## config.mk

```make
export PLATFORM = sky130hd
export DESIGN_NAME = occ_console
export DESIGN_NICKNAME = d
export VERILOG_FILES = /design/src/occ_pkg.sv /design/src/occ_console.sv
export VERILOG_INCLUDE_DIRS = /design/src
export SDC_FILE = /design/constraint.sdc
export NUM_CORES = 1
export LEC_CHECK = 0
export BUFFER_PORTS_ARGS = -buffer_cell sky130_fd_sc_hd__buf_2
export CAP_MARGIN = 30
export CORE_MARGIN = 1
export CORE_UTILIZATION = 25
export CTS_CLUSTER_SIZE = 24
export DETAILED_ROUTE_END_ITERATION = 7
export GPL_ROUTABILITY_DRIVEN = 0
export HOLD_SLACK_MARGIN = 0.15
export PLACE_DENSITY = 0.45
export SYNTH_ARGS = -nofsm -noshare
export SYNTH_HDL_FRONTEND = slang
export SYNTH_SLANG_ARGS = --single-unit
```

## constraint.sdc

```tcl
create_clock -name clk_sys -period 2.4 [get_ports clk_sys]
set_input_delay 0.48 -clock clk_sys [delete_from_list [all_inputs] [get_ports clk_sys]]
set_output_delay 0.48 -clock clk_sys [all_outputs]
set_load 0.01 [all_outputs]
```

## src/occ_map.svh

```systemverilog
/*
  Constants for the operator console: panel input bit positions, word and
  address fields, and the register-bus offsets and status bit positions.
  Assumes it is included by occ_pkg.sv, occ_console.sv, the checker and the testbench.
*/
`ifndef OCC_MAP_SVH
`define OCC_MAP_SVH

// word, address and instruction fields
`define OCC_W_WORD     24
`define OCC_W_ADDR     15
`define OCC_W_IR       9
`define OCC_IR_MSB     8
`define OCC_ADDR_LSB   9
`define OCC_ADDR_MSB   23
`define OCC_WORD_ZERO  24'h00_0000

// panel control inputs (1 = lever in that position / button pressed)
`define OCC_CB_IR_UP     0
`define OCC_CB_IR_DN     1
`define OCC_CB_RL_UP     2
`define OCC_CB_RL_DN     3
`define OCC_CB_TCLR_DN   4
`define OCC_CB_MODE_UP   5
`define OCC_CB_START     6
`define OCC_CB_HALT      7
`define OCC_CB_MCLR      8
`define OCC_CB_STEP_UP   9
`define OCC_CB_STEP_DN   10
`define OCC_CB_MEM_UP    11
`define OCC_CB_SINGLE    12
`define OCC_CB_RELEASE   13
`define OCC_CB_PAR_UP    14
`define OCC_CB_PAR_RST   15
`define OCC_CB_INHIBIT   16
`define OCC_CB_S1_UP     17
`define OCC_CB_S1_DN     18
`define OCC_CB_S2_UP     19
`define OCC_CB_S2_DN     20
`define OCC_CB_BANK2     21
`define OCC_CB_PC_UP     22
`define OCC_CB_PC_DN     23
`define OCC_NCTL         24
`define OCC_NIN          48

// register bus byte offsets
`define OCC_ADR_STATUS   5'h00
`define OCC_ADR_DISPLAY  5'h04
`define OCC_ADR_ADDR     5'h08
`define OCC_ADR_SENSE    5'h0C
`define OCC_ADR_CTRL     5'h10
`define OCC_CTRL_HALT    0

// status register bit positions
`define OCC_ST_HALT      0
`define OCC_ST_WAIT      1
`define OCC_ST_PERR      2
`define OCC_ST_IRQ       3
`define OCC_ST_OVF       4
`define OCC_ST_INHIBIT   5
`define OCC_ST_BUSY      6

`endif

```

## src/occ_pkg.sv

```systemverilog
/*
  Types for the operator console: register pick, run mode, execution
  handshake state and the packed state of the console module.
  Assumes occ_map.svh is reachable by its bare name.
*/
`include "occ_map.svh"

package occ_pkg;

  typedef enum logic [2:0] {PICK_T, PICK_A, PICK_B, PICK_X1, PICK_X2, PICK_X3} occ_pick_t;
  typedef enum logic [1:0] {RUN_NONE, RUN_CONT, RUN_STEP, RUN_REPEAT} occ_run_t;
  typedef enum logic {EXEC_IDLE, EXEC_BUSY} occ_exec_t;

  typedef struct packed {
    logic [`OCC_NIN-1:0]    sync1;
    logic [`OCC_NIN-1:0]    sync2;
    logic [`OCC_NIN-1:0]    sync3;
    logic [`OCC_NIN-1:0]    stable;
    logic [`OCC_NIN-1:0]    prev;
    logic [`OCC_W_WORD-1:0] t;
    logic [`OCC_W_WORD-1:0] a;
    logic [`OCC_W_WORD-1:0] b;
    logic [`OCC_W_ADDR-1:0] x1;
    logic [`OCC_W_ADDR-1:0] x2;
    logic [`OCC_W_ADDR-1:0] x3;
    logic [`OCC_W_IR-1:0]   ir;
    logic [`OCC_W_ADDR-1:0] pc;
    occ_run_t               run;
    occ_exec_t              exec;
    logic                   exec_go;
    logic                   exec_advance;
    logic                   io_release;
    logic                   mem_req;
    logic                   mem_we;
    logic                   perr;
    logic                   lamp_wait;
    logic                   lamp_irq;
    logic                   lamp_ovf;
    logic                   lamp_halt;
    logic                   irq_inhibit;
    logic [`OCC_W_WORD-1:0] display;
    logic [`OCC_W_WORD-1:0] sense;
    logic                   wb_ack;
    logic [31:0]            wb_dat;
  } occ_state_t;

endpackage

```

## src/occ_console.sv

```systemverilog
/*
  Operator console control for a 24-bit core-memory processor: panel levers,
  buttons and word switches load, clear and display the main registers
  through the holding register, start, halt, step and repeat instructions,
  and run single memory cycles. Lamps and a small register-bus view follow.
  Assumes panel inputs are asynchronous, the processor and memory handshakes
  run on clk_sys, and the bus master is classic Wishbone.
*/
// The register offsets and register access over Wishbone were decided locally.
// How it works
// - instruction lever up copies holding bits 0..8 into instruction register
// - instruction lever down clears the instruction register
// - upper load lever up loads picked register from holding; down clears it
// - lower load lever down clears the holding register
// - mode lever: up gives 24 sense bits, down halts on address match
// - each word switch pressed down sets its holding register bit
// - start button begins execution at the current instruction address
// - halt button stops execution
// - master clear resets all major registers and control latches
// - step lever up repeats current instruction without advancing address
// - step lever down runs one instruction, advances address, then stops
// - memory lever up: single cycle writes holding word to memory
// - memory lever down: single cycle reads memory word into holding
// - wait lamp shows io wait; release button ends the wait
// - parity lever up continues, centered halts; lamp lights either way
// - parity reset lever clears the latched parity error and lamp
// - inhibit holds off interrupts; lamps show interrupt, overflow, halt
// - first selector: up low accumulator, center holding, down index three
// - second selector: up index one, center main accumulator, down index two
// - address lever up loads holding bits 9..23; address always displayed
// - address lever down clears the instruction address counter
// - while running only sense, match, display, halt, release, inhibit, parity lever and master clear controls act
// - instruction address counter is fifteen bits and increments
// - every word read from memory lands in the holding register
`timescale 1ns/1ps
`default_nettype none
`include "occ_map.svh"

module occ_console
  import occ_pkg::*;
#(
  parameter int ADR_W = 5
) (
  // clock and reset
  input  wire logic                   clk_sys,
  input  wire logic                   resetn,
  // panel levers and buttons
  input  wire logic [`OCC_NCTL-1:0]   panel_ctl,
  input  wire logic [`OCC_W_WORD-1:0] word_switch_down,
  // panel lamps and displays
  output var  logic [`OCC_W_WORD-1:0] display,
  output var  logic [`OCC_W_ADDR-1:0] instruction_address_counter,
  output var  logic                   lamp_wait,
  output var  logic                   lamp_parity,
  output var  logic                   lamp_irq,
  output var  logic                   lamp_overflow,
  output var  logic                   lamp_halt,
  // processor handshake
  output var  logic                   cpu_exec,
  output var  logic                   cpu_advance,
  input  wire logic                   cpu_done,
  output var  logic [`OCC_W_IR-1:0]   cpu_ir,
  output var  logic [`OCC_W_WORD-1:0] cpu_sense,
  output var  logic                   cpu_irq_inhibit,
  input  wire logic                   cpu_io_wait,
  output var  logic                   cpu_io_release,
  input  wire logic                   cpu_overflow,
  input  wire logic                   irq_pending,
  input  wire logic                   cpu_word_valid,
  input  wire logic [`OCC_W_WORD-1:0] cpu_word,
  input  wire logic                   cpu_word_perr,
  // console memory cycle
  output var  logic                   mem_req,
  output var  logic                   mem_we,
  output var  logic [`OCC_W_ADDR-1:0] mem_addr,
  output var  logic [`OCC_W_WORD-1:0] mem_wdata,
  input  wire logic                   mem_ack,
  input  wire logic [`OCC_W_WORD-1:0] mem_rdata,
  input  wire logic                   mem_perr,
  // register bus
  input  wire logic                   wb_cyc_i,
  input  wire logic                   wb_stb_i,
  input  wire logic                   wb_we_i,
  input  wire logic [ADR_W-1:0]       wb_adr_i,
  input  wire logic [3:0]             wb_sel_i,
  input  wire logic [31:0]            wb_dat_i,
  output var  logic [31:0]            wb_dat_o,
  output var  logic                   wb_ack_o
);

  occ_state_t s;
  occ_state_t next_s;

  ////////////////////////////////////////////////////////////////////////////
  // helpers

  function automatic occ_pick_t pick_of(input logic [`OCC_NIN-1:0] lv);
    occ_pick_t p;
    p = PICK_A;

    if (!lv[`OCC_CB_BANK2]) begin
      if (lv[`OCC_CB_S1_UP])      p = PICK_B;
      else if (lv[`OCC_CB_S1_DN]) p = PICK_X3;
      else                        p = PICK_T;
    end else begin
      if (lv[`OCC_CB_S2_UP])      p = PICK_X1;
      else if (lv[`OCC_CB_S2_DN]) p = PICK_X2;
    end
    return p;
  endfunction

  function automatic logic [`OCC_W_WORD-1:0] addr_word(input logic [`OCC_W_ADDR-1:0] v);
    logic [`OCC_W_WORD-1:0] w;

    w = `OCC_WORD_ZERO;
    w[`OCC_ADDR_MSB:`OCC_ADDR_LSB] = v;
    return w;
  endfunction

  function automatic occ_state_t cleared(input occ_state_t c);
    occ_state_t r;
    r        = '0;

    r.sync1  = c.sync1;
    r.sync2  = c.sync2;
    r.sync3  = c.sync3;
    r.stable = c.stable;
    r.prev   = c.prev;
    r.wb_ack = c.wb_ack;
    r.wb_dat = c.wb_dat;
    return r;
  endfunction

  ////////////////////////////////////////////////////////////////////////////
  // next state

  logic [`OCC_NIN-1:0]    lvl;
  logic [`OCC_NIN-1:0]    edg;
  logic [`OCC_W_WORD-1:0] sw_up;
  logic [`OCC_W_WORD-1:0] ld_val;
  logic [`OCC_W_ADDR-1:0] pc_after;
  logic                   stopped;
  logic                   match_hit;
  logic                   wb_take;
  logic                   halt_now;

  occ_pick_t              pick;

  always_comb begin
    next_s = s;

    lvl    = s.stable;
    // edge-driven controls act only on a rise of a settled input
    edg    = s.stable & ~s.prev;
    sw_up  = ~lvl[`OCC_NIN-1:`OCC_NCTL];
    pick   = pick_of(lvl);
    ld_val = `OCC_WORD_ZERO;

    // three-stage sync; a bit changes once stages two and three agree
    next_s.sync1  = {word_switch_down, panel_ctl};
    next_s.sync2  = s.sync1;
    next_s.sync3  = s.sync2;
    next_s.stable = (s.sync2 & s.sync3) | (s.stable & (s.sync2 ^ s.sync3));
    next_s.prev   = s.stable;

    stopped           = (s.run == RUN_NONE) && (s.exec == EXEC_IDLE);

    next_s.exec_go    = 1'b0;
    next_s.io_release = 1'b0;

    // bus write of the halt bit acts as a program halt
    wb_take  = wb_cyc_i && wb_stb_i && !s.wb_ack;

    halt_now = edg[`OCC_CB_HALT]
             || (s.perr && !lvl[`OCC_CB_PAR_UP])
             || (wb_take && wb_we_i && wb_sel_i[0]
                 && wb_adr_i == `OCC_ADR_CTRL && wb_dat_i[`OCC_CTRL_HALT]);

    // console operations only while stopped
    if (stopped) begin
      if (edg[`OCC_CB_IR_UP]) next_s.ir = s.t[`OCC_IR_MSB:0];
      if (edg[`OCC_CB_IR_DN]) next_s.ir = '0;

      if (edg[`OCC_CB_PC_UP])
        next_s.pc = s.t[`OCC_ADDR_MSB:`OCC_ADDR_LSB];
      if (edg[`OCC_CB_PC_DN]) next_s.pc = '0;

      if (edg[`OCC_CB_TCLR_DN]) next_s.t = `OCC_WORD_ZERO;
      if (edg[`OCC_CB_RL_UP] || edg[`OCC_CB_RL_DN]) begin
        ld_val = edg[`OCC_CB_RL_UP] ? s.t : `OCC_WORD_ZERO;
        unique case (pick)
          PICK_T:  next_s.t  = ld_val;
          PICK_A:  next_s.a  = ld_val;
          PICK_B:  next_s.b  = ld_val;
          PICK_X1: next_s.x1 = ld_val[`OCC_ADDR_MSB:`OCC_ADDR_LSB];
          PICK_X2: next_s.x2 = ld_val[`OCC_ADDR_MSB:`OCC_ADDR_LSB];
          PICK_X3: next_s.x3 = ld_val[`OCC_ADDR_MSB:`OCC_ADDR_LSB];
        endcase
      end

      // word switch sets land after clears and loads
      next_s.t = next_s.t | edg[`OCC_NIN-1:`OCC_NCTL];

      if (edg[`OCC_CB_PAR_RST]) next_s.perr = 1'b0;

      if (edg[`OCC_CB_SINGLE] && !s.mem_req) begin
        next_s.mem_req = 1'b1;
        next_s.mem_we  = lvl[`OCC_CB_MEM_UP];
      end

      if (edg[`OCC_CB_START]) begin
        next_s.run          = RUN_CONT;
        next_s.exec         = EXEC_BUSY;
        next_s.exec_go      = 1'b1;
        next_s.exec_advance = 1'b1;
      end else if (edg[`OCC_CB_STEP_DN]) begin
        next_s.run          = RUN_STEP;
        next_s.exec         = EXEC_BUSY;
        next_s.exec_go      = 1'b1;
        next_s.exec_advance = 1'b1;
      end else if (edg[`OCC_CB_STEP_UP]) begin
        next_s.run          = RUN_REPEAT;
        next_s.exec         = EXEC_BUSY;
        next_s.exec_go      = 1'b1;
        next_s.exec_advance = 1'b0;
      end
    end

    // read words into the holding register; parity errors latch, set wins
    if (s.mem_req && mem_ack) begin
      next_s.mem_req = 1'b0;
      if (!s.mem_we) begin
        next_s.t = mem_rdata;
        if (mem_perr) next_s.perr = 1'b1;
      end
    end

    if (cpu_word_valid) begin
      next_s.t = cpu_word;
      if (cpu_word_perr) next_s.perr = 1'b1;
    end

    // instruction completion and address-match halt
    pc_after  = (s.run == RUN_REPEAT) ? s.pc : s.pc + `OCC_W_ADDR'(1);
    match_hit = !lvl[`OCC_CB_MODE_UP]
              && (pc_after == sw_up[`OCC_ADDR_MSB:`OCC_ADDR_LSB]);

    if (s.exec == EXEC_BUSY && cpu_done) begin
      next_s.pc = pc_after;
      if (s.run == RUN_CONT && !halt_now && !match_hit) begin
        next_s.exec_go = 1'b1;
      end else begin
        next_s.exec = EXEC_IDLE;
        next_s.run  = RUN_NONE;
      end
    end

    if (halt_now && s.run == RUN_CONT) next_s.run = RUN_NONE;

    if (edg[`OCC_CB_RELEASE] && cpu_io_wait)
      next_s.io_release = 1'b1;

    // lamps and displays
    next_s.lamp_wait   = cpu_io_wait;
    next_s.lamp_irq    = irq_pending;
    next_s.lamp_ovf    = cpu_overflow;

    next_s.irq_inhibit = lvl[`OCC_CB_INHIBIT];
    next_s.sense       = lvl[`OCC_CB_MODE_UP] ? sw_up : `OCC_WORD_ZERO;

    unique case (pick)
      PICK_T:  next_s.display = s.t;
      PICK_A:  next_s.display = s.a;
      PICK_B:  next_s.display = s.b;
      PICK_X1: next_s.display = addr_word(s.x1);
      PICK_X2: next_s.display = addr_word(s.x2);
      PICK_X3: next_s.display = addr_word(s.x3);
    endcase

    // register bus slave: one wait state, unmapped reads give zero
    next_s.wb_ack = wb_take;

    if (wb_take) begin
      next_s.wb_dat = '0;
      if (!wb_we_i) begin
        unique case (wb_adr_i)
          `OCC_ADR_STATUS: begin
            next_s.wb_dat[`OCC_ST_HALT]    = s.lamp_halt;
            next_s.wb_dat[`OCC_ST_WAIT]    = s.lamp_wait;
            next_s.wb_dat[`OCC_ST_PERR]    = s.perr;
            next_s.wb_dat[`OCC_ST_IRQ]     = s.lamp_irq;
            next_s.wb_dat[`OCC_ST_OVF]     = s.lamp_ovf;
            next_s.wb_dat[`OCC_ST_INHIBIT] = s.irq_inhibit;
            next_s.wb_dat[`OCC_ST_BUSY]    = s.exec == EXEC_BUSY;
          end
          `OCC_ADR_DISPLAY: next_s.wb_dat[`OCC_W_WORD-1:0] = s.display;
          `OCC_ADR_ADDR:    next_s.wb_dat[`OCC_W_ADDR-1:0] = s.pc;
          `OCC_ADR_SENSE:   next_s.wb_dat[`OCC_W_WORD-1:0] = s.sense;
          default:          next_s.wb_dat = '0;
        endcase
      end
    end

    // master clear overrides everything but the input sync and bus answer on its edge
    if (edg[`OCC_CB_MCLR]) next_s = cleared(next_s);

    next_s.lamp_halt = (next_s.run == RUN_NONE) && (next_s.exec == EXEC_IDLE);
  end

  always_ff @(posedge clk_sys) begin
    if (!resetn) begin
      s <= '0;
    end else begin
      s <= next_s;
    end
  end

  ////////////////////////////////////////////////////////////////////////////
  // outputs straight from state

  assign display                     = s.display;
  assign instruction_address_counter = s.pc;
  assign lamp_wait                   = s.lamp_wait;
  assign lamp_parity                 = s.perr;
  assign lamp_irq                    = s.lamp_irq;
  assign lamp_overflow               = s.lamp_ovf;
  assign lamp_halt                   = s.lamp_halt;

  assign cpu_exec                    = s.exec_go;
  assign cpu_advance                 = s.exec_advance;
  assign cpu_ir                      = s.ir;
  assign cpu_sense                   = s.sense;
  assign cpu_irq_inhibit             = s.irq_inhibit;
  assign cpu_io_release              = s.io_release;

  assign mem_req                     = s.mem_req;
  assign mem_we                      = s.mem_we;
  assign mem_addr                    = s.pc;
  assign mem_wdata                   = s.t;

  assign wb_dat_o                    = s.wb_dat;
  assign wb_ack_o                    = s.wb_ack;

endmodule

`default_nettype wire

```

Word-level counts from Yosys, hierarchy flattened
Cells that the tools add are included.
{"block": "totals", "input_bits": 150, "regBits": 476, "elab_cells": 156}
{"block": "classes", "reduce_logical": 46, "eq_ne": 18, "muxes": 49, "addsub": 1, "bitwise_logic": 12}
{"operator": "24-bit two-way mux", "count": 10}
{"operator": "117-bit two-way mux", "count": 2}
{"operator": "146-bit two-way mux", "count": 1}
{"operator": "48-bit bitwise AND", "count": 3}
{"operator": "24-bit case mux with 6 select lines", "count": 1}
{"operator": "95-bit two-way mux", "count": 1}
{"operator": "15-bit two-way mux", "count": 6}
{"operator": "48-bit NOT", "count": 1}
{"operator": "48-bit bitwise OR", "count": 1}
{"operator": "48-bit bitwise XOR", "count": 1}
{"operator": "32-bit two-way mux", "count": 1}
{"operator": "7-bit case mux with 4 select lines", "count": 1}
{"operator": "24-bit NOT", "count": 1}
{"operator": "24-bit bitwise OR", "count": 1}
{"operator": "8-bit case mux with 3 select lines", "count": 1}
{"operator": "3-bit two-way mux", "count": 7}
{"operator": "19-bit two-way mux", "count": 1}
{"operator": "9-bit two-way mux", "count": 2}
{"operator": "9-bit case mux with 2 select lines", "count": 1}
{"operator": "1-bit logical AND", "count": 17}
{"operator": "15-bit by 1-bit adder with 15-bit output (second input constant)", "count": 1}
{"operator": "15-bit == test", "count": 1}
{"operator": "5-bit two-way mux", "count": 3}
{"operator": "3-bit AND reduction", "count": 5}
{"operator": "22 further kinds", "count": 56}

Depth between registers and ports, before layout
{"block": "logic_depth", "ltp_word": 16, "ltp_mapped": 10, "mapped_depth_nobuf": 8}

Worst setup path after synthesis
No wires, ideal clock.
{"block": "synth_path", "kind": "reg2reg", "startpoint": "reg s (netlist bit instruction_address_counter[2])", "endpoint": "reg s (netlist bit cpu_exec)", "slack_ns": 0.090, "setup_ns": 0.115, "n_path_buf": 1, "arrival_ns": 2.196, "required_time_ns": 2.285, "stages_incl_launch_ff": 9, "path_cell_list": "dfxtp_1 -> nand3_4 -> or3_1 -> buf_6 -> nor4_4 -> xnor2_1 -> nand4_2 -> o311a_1 -> o21a_1"}
{"block": "synth_via", "elab_chain_len": 8}
{"item": "start, declared", "line": "occ_console.sv:91", "text": "occ_state_t s;"}
{"item": "start signal, assigned", "line": "occ_console.sv:314", "text": "s <= next_s;"}
{"item": "15-bit by 1-bit adder with 15-bit output", "line": "occ_console.sv:244", "text": "pc_after = (s.run == RUN_REPEAT) ? s.pc : s.pc + `OCC_W_ADDR'(1);"}
{"item": "15-bit two-way mux (*)", "line": "occ_console.sv:244"}
{"item": "15-bit == test (*)", "line": "occ_console.sv:246", "text": "&& (pc_after == sw_up[`OCC_ADDR_MSB:`OCC_ADDR_LSB]);"}
{"item": "1-bit logical AND (*)", "line": "occ_console.sv:245", "text": "match_hit = !lvl[`OCC_CB_MODE_UP]"}
{"item": "1-bit zero test (*)", "line": "occ_console.sv:250", "text": "if (s.run == RUN_CONT && !halt_now && !match_hit) begin"}
{"item": "1-bit logical AND (*)", "line": "occ_console.sv:250"}
{"item": "1-bit two-way mux (*)", "line": "occ_console.sv:250"}
{"item": "19-bit two-way mux (*)", "line": "occ_console.sv:248", "text": "if (s.exec == EXEC_BUSY && cpu_done) begin"}
Mark *: on every way between the ends. The rest lies on a longest branch, timed or not.
A chain may end at the register's enable or synchronous reset.

Worst setup path in the final report
{"block": "layout_path", "startpoint": "reg s (netlist bit instruction_address_counter[0])", "endpoint": "reg s (netlist bit cpu_exec)"}
The elaborated chain is that of the path after synthesis.

==> results_dict.tcl <==
set metrics [dict create \
    die_area_sq_um 72520 \
    async_flop_share_pct 0 \
    outcome "finished clean" \
    crit_type "flip-flop to flip-flop" \
    synth_cells 1929 \
    start_util_pct 25.37 \
    num-fill-cells 7357 \
    start_kind "flip-flop" \
    cts_max_level 2 \
    die_y_um 269.3 \
    synth_top_area_share_pct 51.45 \
    drc 0 \
    synth_top_cell_by_area "dfxtp_1" \
    vias_per_cell 4.533 \
    clock_path_buffers 3 \
    drtIter0Drc 1174 \
    syn-cell-area_sq_um 17860 \
    grt_pass1_vias 13800 \
    coreArea_sq_um 70390 \
    synth.most_common_cell "dfxtp_1" \
    setup_viol 0 \
    hold_viol 0 \
    ys_types 56 \
    rsz0062_at_grt "no" \
    cts_sinks 459 \
    port_buffers 262 \
    wire_per_inst_um 18.96 \
    fmax_ghz 0.4372 \
    seqCellArea_sq_um 9190 \
    drt_pass1_iterations 7 \
    cts_tree "yes" \
    cts_setup_buffers 0 \
    slew_violations 0 \
    p_per_area_nw_per_um2 751.1 \
    synth-edff-count 0 \
    cts-root-buf "clkbuf_16" \
    worstPathMaxFanout 4 \
    finalSetupTns_ns 0 \
    grt_overflow 0 \
    wirelength_mm 59.37 \
    yosys_warnings 0 \
    endpoint_kind "flip-flop" \
    grt_antenna_before_repair 5 \
    maxCapViolCount 0 \
    grt_max_degree 167 \
    cp.required_ns 2.88 \
    via_count 14200 \
    drive_gt1_share_pct 21.79 \
    grt.total_usage_pct 15.94 \
    nNetsFinal 2350 \
    max_slew.worst_pin.slew_ns 0.6098 \
    hold_class "input port to flip-flop" \
    synth_flop_cell "dfxtp_1" \
    final_antenna_net_count 0 \
    multi_input_area_sq_um 7159 \
    synth.top_cells.by_count "dfxtp_1 (459), nor2_1 (319), a21oi_1 (235)" \
    path_clk_slew_ns 0.06 \
    skew_ns 0.01901 \
    clk_latency_ns 0.59 \
    crit_arrival_ns 2.77 \
    period_minus_slack_ns 2.287 \
    finalCritPeriodShare_pct 95.31 \
    p_total_mw 16.58 \
    ir_worst_vdd_v 0.0004427 \
    dp_hpwl_mm 43.57 \
    p_leak_nw 9.334 \
    syn_avg_cell_area_sq_um 9.259 \
    areaGrowthSynthToFinish_pct 23.61 \
    cts-buffers-inserted 53 \
    grt_pass1_wl_mm 87.53 \
    dieWidth_um 269.3 \
    rows 97 \
    pin_count 305 \
    max-slew-margin-rel_pct 59.35 \
    ys_top_cells_by_area "dfxtp_1 (51%), nor2_1 (6.7%), a21oi_1 (6.6%)" \
    ys_seq_area_share_pct 51.45 \
    ys_ff_latch 459 \
]
## what timing repair did
| action | 4_1_cts | 5_1_grt |
|---|---|---|
| hold endpoints to repair | 71 | 0 |
| hold buffers | 71 | 0 |
| resized for setup | 0 | 4 |
| setup endpoints to repair | 0 | 4 |
## report_power, final
group	leakage [nW]	internal [mW]	switching [mW]	total, mW
Combinational	4.76	0.355	0.405	0.760
Clock	0.847	4.69	3.22	7.92
Sequential	3.73	7.77	0.136	7.91
## registers in the layout, summed over array words and instances (netlist names), 9 cells and up
| name | count |
|---|---|
| mem_wdata | 24 |
| cpu_ir | 9 |
| wb_dat_o | 24 |
| display | 24 |
| lvl | 48 |
| cpu_sense | 24 |
| s | 279 |
| instruction_address_counter | 15 |
## path summary, 6_finish.rpt
check                                      start       end  slack [ns]  depth (start not counted)
setup reg to reg  instruction_address_counter[0]  cpu_exec        0.11                          8
hold / removal                      panel_ctl[0]    s[428]        0.17                          2
hold reg to reg                           s[430]    s[382]        0.43                          1
setup / recovery  instruction_address_counter[0]  cpu_exec        0.11                          8
## metrics by stage
step	cells	cell area (sq um)	hold slack, ns	setup slack, ns	util (%)
finish	3132	22080	0.1685	0.1126	31.36
detailed placement	2965	19620	0.4179	0.04244	27.87
global placement	2965	19620	0.4159	0.06245	27.87
CTS	3129	22040	0.1551	0.01305	31.32
global route	3129	22070	0.1713	0.01565	31.35
floorplan	1936	17890	0.4119	0.08971	-
## per-layer routing
metal / share of wire (%) / wire (um) / global-route usage (%) / up-vias
li1: - / - / - / 6828
met1: 46 / 27440 / 21.95 / 6744
met2: 44 / 26200 / 24.74 / 526
met3: 7.0 / 4127 / 3.242 / 96
met4: 2.7 / 1591 / 5.173 / 2
met5: 0.022 / 13 / 0 / -
## layout make-up
cell class	instances	area share, %
sequential	459	41.63
multi-input combinational	1202	32.43
timing repair buffer	426	12.67
clock buffer	76	7.039
tap	940	5.327
clock inverter	17	0.7197
inverter	9	0.1530
antenna	3	0.03400
## logic make-up (layout without fill, tap and decap cells)
family	Yosys count	in the layout	share of synthesized area [%]
xor+xnor	27	27	1.429
buf+inv	275	528	8.932
flops	459	459	51.45
other cells	1	11	0.02100
mux	27	27	2.060
compound gates	366	366	12.81
fa+ha+maj	49	49	3.433
simple gates	725	725	19.87
## cells in the final DEF, fill, tap and decap left out, types with 12 or more instances in the layout
master	instances
nand3_1	31
clkbuf_16	54
buf_2	261
buf_4	88
o21ai_0	16
xnor2_1	17
a22oi_1	20
dlygate4sd3_1	71
nor3b_1	26
clkbuf_8	12
a21oi_1	235
nand2_1	104
and2_1	187
a222oi_1	41
nor2_1	319
mux2i_1	12
ha_1	49
dfxtp_1	458
a211o_1	24
## critical path, cell delays in order (launching register included)
cell	delay (ns)
dfxtp_2	0.36
ha_1	0.20
a21bo_2	0.29
nor4_4	0.28
xnor2_1	0.13
nor4_2	0.16
nand3_1	0.19
o311a_1	0.39
o21a_1	0.17
(Power assumes the default switching activity.)
